<file path="src/hdl/amcc_regs.svh">
// Constants for the converter mode pin and calibration control block
//------------------------------------------------------------
// Functional notes
//------------------------------------------------------------
`ifndef AMCC_REGS_SVH
`define AMCC_REGS_SVH
// Three-level pin codes
`define AMCC_PIN_LOW      2'h0
`define AMCC_PIN_HIGH     2'h1
`define AMCC_PIN_MID      2'h2
// Synchroniser bit positions
`define AMCC_SY_FSR       1:0
`define AMCC_SY_DLY       3:2
`define AMCC_SY_CAL       4
`define AMCC_SY_CLK       5
// Register byte offsets
`define AMCC_OFS_CTRL     8'h00
`define AMCC_OFS_FSADJ    8'h04
`define AMCC_OFS_STATUS   8'h08
// Field positions
`define AMCC_CTRL_CAL     0
`define AMCC_FSADJ_RNG    7:0
`define AMCC_ST_RUN       0
`define AMCC_ST_EXT       1
`define AMCC_ST_DES       2
`define AMCC_ST_DLY       3
`define AMCC_ST_DONE      4
// Reset values and range codes
`define AMCC_FSADJ_RST    8'h80
`define AMCC_FSR_LOW      8'h00
`define AMCC_FSR_HIGH     8'hff
// Default counts in input clock cycles
`define AMCC_DLY_SHORT    16'h0020
`define AMCC_DLY_LONG     16'h0400
`define AMCC_CAL_LEN      16'h0040
`define AMCC_CAL_LOW_MIN  16'h0050
`define AMCC_CAL_HIGH_MIN 16'h0050
`endif

</file>
<file path="src/hdl/amcc_pkg.sv">
// Types for the converter mode pin and calibration control block
package amcc_pkg;
   typedef enum logic [2:0] {
      SETTLE,
      PWR_WAIT,
      CALIB,
      IDLE
   } amcc_state_t;

   typedef struct packed {
      logic [5:0]  sy1;
      logic [5:0]  sy2;
      logic        clkPrev;
      amcc_state_t st;
      logic [15:0] cnt;
      logic [1:0]  settle;
      logic [15:0] lowCnt;
      logic        lowOk;
      logic [15:0] highCnt;
      logic        dlySel;
      logic        done;
      logic        swCal;
      logic [7:0]  fsAdj;
      logic        ahbWr;
      logic [7:0]  ahbAddr;
      logic [31:0] rdata;
      logic        calibration_running;
      logic        strobeI;
      logic        strobeQ;
      logic        desMode;
      logic        extMode;
      logic        chipSelN;
      logic [7:0]  fsrCode;
   } amcc_regs_t;
endpackage

</file>
<file path="src/hdl/amcc_ctrl.sv">
// Mode pin decode, sample strobes and calibration control with AHB-Lite registers
`include "amcc_regs.svh"

module amcc_ctrl
   import amcc_pkg::*;
#(
   parameter logic [15:0] DLY_SHORT    = `AMCC_DLY_SHORT,
   parameter logic [15:0] DLY_LONG     = `AMCC_DLY_LONG,
   parameter logic [15:0] CAL_LEN      = `AMCC_CAL_LEN,
   parameter logic [15:0] CAL_LOW_MIN  = `AMCC_CAL_LOW_MIN,
   parameter logic [15:0] CAL_HIGH_MIN = `AMCC_CAL_HIGH_MIN
) (
   // Clock and reset
   input  wire logic        clk,
   input  wire logic        rst,
   // AHB-Lite slave
   input  wire logic        hsel,
   input  wire logic [31:0] haddr,
   input  wire logic [1:0]  htrans,
   input  wire logic        hwrite,
   input  wire logic [2:0]  hsize,
   input  wire logic [31:0] hwdata,
   input  wire logic        hready,
   output logic      [31:0] hrdata,
   output logic             hreadyout,
   output logic             hresp,
   // Strap and clock pins
   input  wire logic [1:0]  fullScaleRangeSelect,
   input  wire logic [1:0]  calDelaySelect,
   input  wire logic        calRequestPin,
   input  wire logic        sampleClkPin,
   // Status and mode outputs
   output logic             calibrationRunning,
   output logic             extendedControlEnable,
   output logic             dualEdgeSampling,
   output logic             serialChipSelectN,
   output logic             sampleStrobeI,
   output logic             sampleStrobeQ,
   output logic      [7:0]  fullScaleCode
);

   amcc_regs_t r;
   amcc_regs_t n;

   logic [1:0] fsrPin;
   logic [1:0] dlyPin;
   logic       calPin;
   logic       clkNow;
   logic       fallEdge;
   logic       riseEdge;
   logic       calTrig;
   logic       ext;
   logic       addrPh;
   logic [15:0] waitLen;

   assign fsrPin   = r.sy2[`AMCC_SY_FSR];
   assign dlyPin   = r.sy2[`AMCC_SY_DLY];
   assign calPin   = r.sy2[`AMCC_SY_CAL];
   assign clkNow   = r.sy2[`AMCC_SY_CLK];
   // Edges are ignored while the synchroniser refills after reset
   assign fallEdge = r.clkPrev & ~clkNow & (r.st != SETTLE);
   assign riseEdge = ~r.clkPrev & clkNow & (r.st != SETTLE);
   assign ext      = (fsrPin == `AMCC_PIN_MID);
   assign calTrig  = r.lowOk & calPin & fallEdge & (r.highCnt + 16'h0001 >= CAL_HIGH_MIN);
   assign addrPh   = hsel & htrans[1] & hready;
   assign waitLen  = r.dlySel ? DLY_LONG : DLY_SHORT;

   //------------------------------------------------------------
   // Next state
   //------------------------------------------------------------
   always_comb begin
      n = r;
      n.sy1     = {sampleClkPin, calRequestPin, calDelaySelect, fullScaleRangeSelect};
      n.sy2     = r.sy1;
      n.clkPrev = clkNow;

      // Mode decode
      n.extMode  = ext;
      n.desMode  = (dlyPin == `AMCC_PIN_MID);
      n.chipSelN = ext ? (dlyPin != `AMCC_PIN_LOW) : 1'b1;
      n.fsrCode  = ext ? r.fsAdj : ((fsrPin == `AMCC_PIN_HIGH) ? `AMCC_FSR_HIGH : `AMCC_FSR_LOW);

      // Sample strobes
      n.strobeI = fallEdge | (n.desMode & riseEdge);
      n.strobeQ = fallEdge & ~n.desMode;

      // Calibrate pin low then high detector
      if (fallEdge) begin
         if (!calPin) begin
            n.highCnt = 16'h0000;
            if (r.lowCnt != 16'hffff) begin
               n.lowCnt = r.lowCnt + 16'h0001;
            end
            if (r.lowCnt + 16'h0001 >= CAL_LOW_MIN) begin
               n.lowOk = 1'b1;
            end
         end else begin
            n.lowCnt = 16'h0000;
            if (r.lowOk && r.highCnt != 16'hffff) begin
               n.highCnt = r.highCnt + 16'h0001;
            end
         end
      end

      // Calibration sequencer
      case (r.st)
         SETTLE: begin
            n.settle = r.settle + 2'h1;
            if (r.settle == 2'h3) begin
               n.dlySel = ~ext & (dlyPin == `AMCC_PIN_HIGH);
               n.cnt    = 16'h0000;
               n.st     = PWR_WAIT;
            end
         end
         PWR_WAIT: begin
            if (fallEdge) begin
               n.cnt = r.cnt + 16'h0001;
               if (r.cnt + 16'h0001 >= waitLen) begin
                  n.cnt = 16'h0000;
                  n.st  = CALIB;
               end
            end
         end
         CALIB: begin
            if (fallEdge) begin
               n.cnt = r.cnt + 16'h0001;
               if (r.cnt + 16'h0001 >= CAL_LEN) begin
                  n.cnt  = 16'h0000;
                  n.done = 1'b1;
                  n.st   = IDLE;
               end
            end
         end
         IDLE: begin
            if (calTrig || r.swCal) begin
               n.cnt     = 16'h0000;
               n.swCal   = 1'b0;
               n.lowOk   = 1'b0;
               n.highCnt = 16'h0000;
               n.st      = CALIB;
            end
         end
         default: begin
            n.st = SETTLE;
         end
      endcase
      n.calibration_running = (n.st == CALIB);

      // Bus data phase write
      if (r.ahbWr) begin
         case (r.ahbAddr)
            `AMCC_OFS_CTRL: begin
               if (hwdata[`AMCC_CTRL_CAL] && ext) begin
                  n.swCal = 1'b1;
               end
            end
            `AMCC_OFS_FSADJ: begin
               n.fsAdj = hwdata[`AMCC_FSADJ_RNG];
            end
            default: begin
            end
         endcase
      end

      // Bus address phase
      n.ahbWr = addrPh & hwrite;
      n.ahbAddr = haddr[7:0];
      if (addrPh && !hwrite) begin
         n.rdata = 32'h0000_0000;
         case (haddr[7:0])
            `AMCC_OFS_CTRL: begin
               n.rdata[`AMCC_CTRL_CAL] = r.swCal;
            end
            `AMCC_OFS_FSADJ: begin
               n.rdata[`AMCC_FSADJ_RNG] = r.fsAdj;
            end
            `AMCC_OFS_STATUS: begin
               n.rdata[`AMCC_ST_RUN]  = r.calibration_running;
               n.rdata[`AMCC_ST_EXT]  = r.extMode;
               n.rdata[`AMCC_ST_DES]  = r.desMode;
               n.rdata[`AMCC_ST_DLY]  = r.dlySel;
               n.rdata[`AMCC_ST_DONE] = r.done;
            end
            default: begin
            end
         endcase
      end
   end

   //------------------------------------------------------------
   // State register
   //------------------------------------------------------------
   always_ff @(posedge clk) begin
      if (rst) begin
         r          <= '0;
         r.st       <= SETTLE;
         r.fsAdj    <= `AMCC_FSADJ_RST;
         r.chipSelN <= 1'b1;
      end else begin
         r <= n;
      end
   end

   assign hrdata                = r.rdata;
   assign hreadyout             = ~rst;
   assign hresp                 = 1'b0;
   assign calibrationRunning    = r.calibration_running;
   assign extendedControlEnable = r.extMode;
   assign dualEdgeSampling      = r.desMode;
   assign serialChipSelectN     = r.chipSelN;
   assign sampleStrobeI         = r.strobeI;
   assign sampleStrobeQ         = r.strobeQ;
   assign fullScaleCode         = r.fsrCode;
endmodule // amcc_ctrl

</file>
<file path="config.mk">
export PLATFORM = sky130hd
export DESIGN_NAME = amcc_ctrl
export DESIGN_NICKNAME = d
export VERILOG_FILES = /design/src/hdl/amcc_pkg.sv /design/src/hdl/amcc_ctrl.sv
export VERILOG_INCLUDE_DIRS = /design/src /design/src/hdl
export SDC_FILE = /design/constraint.sdc
export NUM_CORES = 1
export LEC_CHECK = 0
export BUFFER_PORTS_ARGS = -buffer_cell sky130_fd_sc_hd__clkbuf_2
export CAP_MARGIN = 10
export CELL_PAD_IN_SITES_DETAIL_PLACEMENT = 2
export CELL_PAD_IN_SITES_GLOBAL_PLACEMENT = 2
export CORE_ASPECT_RATIO = 2
export CORE_MARGIN = 1.5
export CORE_UTILIZATION = 32
export DETAILED_ROUTE_END_ITERATION = 8
export GPL_TIMING_DRIVEN = 0
export PLACE_DENSITY_LB_ADDON = 0.25
export SYNTH_ARGS = -nofsm -noshare
export SYNTH_HDL_FRONTEND = slang
export SYNTH_SLANG_ARGS = --single-unit
</file>
<file path="constraint.sdc">
create_clock -name clk -period 3.1 [get_ports clk]
set_clock_uncertainty 0.15 [all_clocks]
set_input_delay 0.465 -clock clk [delete_from_list [all_inputs] [get_ports clk]]
set_output_delay 0.465 -clock clk [all_outputs]
set_load 0.005 [all_outputs]
</file>
==> metrics.txt <==
# TYPE chip_impl_metric gauge
chip_impl_info{name="run_status",value="completed"} 1
chip_impl_metric{name="die-area",unit="sq um"} 17620
chip_impl_metric{name="synth.ff_latch_count",unit=""} 109
chip_impl_metric{name="clk_transition_reported_paths",unit="ns"} 0.07
chip_impl_metric{name="sum_of_negative_setup_slack",unit="ns"} 0
chip_impl_metric{name="design.portCount",unit=""} 128
chip_impl_metric{name="finish.cell_count_without_fillers",unit=""} 918
chip_impl_metric{name="critical_path.max_stage_delay",unit="ns"} 0.59
chip_impl_metric{name="antenna_found_initial",unit=""} 0
chip_impl_metric{name="max_freq",unit="MHz"} 339.3
chip_impl_info{name="post-synth-top-area-cell",value="dfxtp_1"} 1
chip_impl_metric{name="fraction_of_synthesis_flops_using_an_asynchronous_set_or_reset_pin",unit="%"} 0
chip_impl_metric{name="timing.final.crit_period",unit="ns"} 2.947
chip_impl_metric{name="cts_inserted_buffers",unit=""} 9
chip_impl_info{name="clk_root_buffer_cell",value="clkbuf_16"} 1
chip_impl_metric{name="layout.cell_area.non_filler",unit="sq um"} 6391
chip_impl_info{name="startpoint_type",value="register"} 1
chip_impl_metric{name="clock-sinks",unit=""} 109
chip_impl_metric{name="cts_htree_levels",unit=""} 3
chip_impl_info{name="critical_path.top_delay_family",value="simple AND/OR/NAND/NOR gates"} 1
chip_impl_info{name="primary_ff_master_synth",value="dfxtp_1"} 1
chip_impl_info{name="r2r_start",value="r[105]"} 1
chip_impl_metric{name="initial_utilization",unit="%"} 32.85
chip_impl_info{name="min_from",value="calDelaySelect[1]"} 1
chip_impl_metric{name="ys_seq_area_share",unit="%"} 40.62
chip_impl_info{name="synth.cells.most_frequent",value="dfxtp_1, nor2_1, nand2_1"} 1
chip_impl_info{name="hold_class",value="in2reg"} 1
chip_impl_metric{name="dpl.cell_count",unit=""} 899
chip_impl_metric{name="layout.nets",unit=""} 797
chip_impl_metric{name="postPlaceCellArea",unit="sq um"} 5966
chip_impl_metric{name="floorplan.core_area",unit="sq um"} 16350
chip_impl_metric{name="rows",unit=""} 66
chip_impl_metric{name="n_antenna_cell",unit=""} 0
chip_impl_metric{name="dp_hpwl",unit="mm"} 12.64
chip_impl_metric{name="drive_gt1_share",unit="%"} 20.45
chip_impl_metric{name="routedWlPerCell",unit="um"} 18.09
chip_impl_metric{name="synthCells",unit=""} 621
chip_impl_info{name="endpoint_kind",value="register"} 1
chip_impl_info{name="timing_worst_setup_path_type",value="reg2reg"} 1
chip_impl_metric{name="grt_pass1_wl",unit="mm"} 26.93
chip_impl_metric{name="max_slew_headroom_at_the_worst_pin",unit="%"} 53.86
chip_impl_metric{name="globalRouteOverflowTotal",unit=""} 0
chip_impl_metric{name="dieHeight",unit="um"} 186.2
chip_impl_metric{name="synth_top_area_share",unit="%"} 40.62
chip_impl_info{name="worst_setup_path_startpoint",value="r[105]"} 1
chip_impl_metric{name="powerDensity",unit="nW/um^2"} 438.1
chip_impl_info{name="cts_tree",value="built"} 1
chip_impl_metric{name="avg_cell_area_syn",unit="sq um"} 8.650
chip_impl_metric{name="maxCapViolations",unit=""} 0
chip_impl_metric{name="period_share",unit="%"} 95.08
chip_impl_metric{name="worst_pin_slew",unit="ns"} 0.6895
chip_impl_info{name="synthMostInstantiatedCell",value="dfxtp_1"} 1
chip_impl_metric{name="setup_violations",unit=""} 0
chip_impl_metric{name="grt_usage",unit="%"} 19.74
chip_impl_metric{name="p_leak",unit="nW"} 2.581
chip_impl_metric{name="placement.io_buffers",unit=""} 49
chip_impl_metric{name="area_growth_syn_to_layout",unit="%"} 18.98
chip_impl_metric{name="worstPathBufferInverterCount",unit=""} 1
chip_impl_metric{name="drt_iter0_drc",unit=""} 135
chip_impl_metric{name="wirelength",unit="mm"} 16.61
chip_impl_metric{name="finalHoldViolations",unit=""} 0
chip_impl_info{name="synth_area_leaders",value="dfxtp_1, buf_4, nor2_1"} 1
chip_impl_metric{name="yosys_warnings",unit=""} 0
chip_impl_metric{name="critPathRequiredTime",unit="ns"} 3.25
chip_impl_metric{name="crit_path_max_fanout",unit=""} 10
chip_impl_metric{name="power.ir.vdd_worst",unit="uV"} 300.1
chip_impl_metric{name="synth_edf_count",unit=""} 0
chip_impl_metric{name="drt-pass1-iter-count",unit=""} 4
chip_impl_info{name="critPathSlowestCell",value="or4_1"} 1
chip_impl_metric{name="worstSkewPairLatency",unit="ns"} 0.37
chip_impl_metric{name="globalplace.congestion",unit=""} 0.7828
chip_impl_metric{name="hold-worst-slack",unit="ns"} 0.1663
chip_impl_metric{name="dp_worst_slack",unit="ns"} -0.2115
chip_impl_metric{name="grt_start_max_net_pins",unit=""} 20
chip_impl_metric{name="layout_setup_ws",unit="ns"} 0.1526
chip_impl_metric{name="final-max-slew-violation-count",unit=""} 0
chip_impl_metric{name="vias_in_the_first_global_route",unit=""} 5345
chip_impl_metric{name="ctsLongestPathBuffers",unit=""} 2
chip_impl_metric{name="die_width",unit="um"} 94.61
chip_impl_metric{name="detail_route.vias_per_cell",unit=""} 5.260
chip_impl_info{name="worstPathCellList",value="nand3_1, nor3_2, xnor2_1, ha_1, or4_1, a2bb2oi_4, nor2_1, buf_4, a221o_1"} 1
chip_impl_metric{name="route.detailed.drc",unit=""} 0
chip_impl_metric{name="syn-cell-area",unit="sq um"} 5371
chip_impl_metric{name="route.vias.total",unit=""} 4829
chip_impl_metric{name="holdBufCountCts",unit=""} 0
chip_impl_metric{name="synth_cell_type_count",unit=""} 69
chip_impl_metric{name="postRouteAntennaNets",unit=""} 0
chip_impl_metric{name="critical_path_arrival",unit="ns"} 3.10
==> cells in the final DEF (no fill, tap or decap), drive strengths merged, types with 10 or more instances in the layout <==
master / count
nor2: 75
a21oi: 31
nor4: 12
nor3: 28
nand3: 23
conb: 26
xnor2: 18
and2: 10
nor2b: 24
dfxtp: 109
o21ai: 14
xor2: 10
mux2i: 11
nand4: 15
nand2: 48
buf: 54
clkbuf: 81
inv: 15
==> registers in the layout, summed over array words and instances (netlist names) <==
register / cells
hrdata: 8
r: 75
clkNow: 1
serialChipSelectN: 1
n: 6
calPin: 1
sampleStrobeI: 1
dlyPin: 2
sampleStrobeQ: 1
calibrationRunning: 1
extendedControlEnable: 1
fullScaleCode: 8
dualEdgeSampling: 1
fsrPin: 2
==> worst register-to-register path: cells and delay by family (launching register included) <==
kind                       cells  cell delay (ns)
and+or+nand+nor                4             1.23
buffers and inverters          1             0.21
AOI/OAI and AO/OA              2             0.38
adders and majority gates      1             0.23
xor gates and xnor gates       1             0.15
DFF                            1             0.54
==> metal layers <==
metal	up-vias	track usage (%)	share of wire, %
met1	2434	18.82	35
met2	55	40.97	61
met5	-	0	0
li1	2317	-	-
met4	0	7.343	2.0
met3	23	2.154	1.6
==> logic make-up (layout without fill, tap and decap cells) <==
kind of cell,after synthesis,count (layout),share of synthesized area [%]
AOI/OAI and AO/OA,104,104,14.16
adders and majority gates,8,8,1.864
DFF,109,109,40.62
and+or+nand+nor,273,273,27.21
other,1,26,0.06981
xor gates and xnor gates,28,28,4.565
muxes,13,13,2.469
buffers and inverters,85,153,9.038
==> area by class of cell <==
| class | instances | area [sq um] |
|---|---|---|
| fillers | 1889 | 9960 |
| plain buffers | 71 | 440.4 |
| repair buffers | 54 | 282.8 |
| clock inverters | 6 | 78.83 |
| inverters | 12 | 45.04 |
| multi-input cells | 452 | 2875 |
| well taps | 204 | 255.2 |
| flip-flops and latches | 109 | 2185 |
| clock buffers | 10 | 229.0 |
==> power by group <==
group / switching [W] / internal, W / total [W]
sequential: 0.0000109 / 0.00142 / 0.00143
clock: 0.000578 / 0.000645 / 0.00122
combinational: 0.0000817 / 0.0000644 / 0.000146
==> timing repair <==
| action | 4_1_cts | 5_1_grt |
|---|---|---|
| pin swaps | 1 | 2 |
| setup buffers | 1 | 4 |
| setup endpoints to repair | 15 | 22 |
| gates resized for setup | 8 | 10 |
==> stage by stage <==
stage / utilization, % / total power (W)
after floorplan: - / 0.001551
after global placement: 36.49 / 0.001602
after detailed placement: 36.49 / 0.001607
after CTS: 38.62 / 0.002835
after global routing: 39.09 / 0.002892
final: 39.09 / 0.002800
==> worst paths after layout <==
path,end,slack [ns],depth (start not counted)
worst min register to register,clkNow,0.31,1
worst max register to register,r[105],0.15,9
worst min-delay path,n[124],0.17,2
worst max-delay path,r[105],0.15,9
Note: power is estimated with default switching activity, not from simulation.
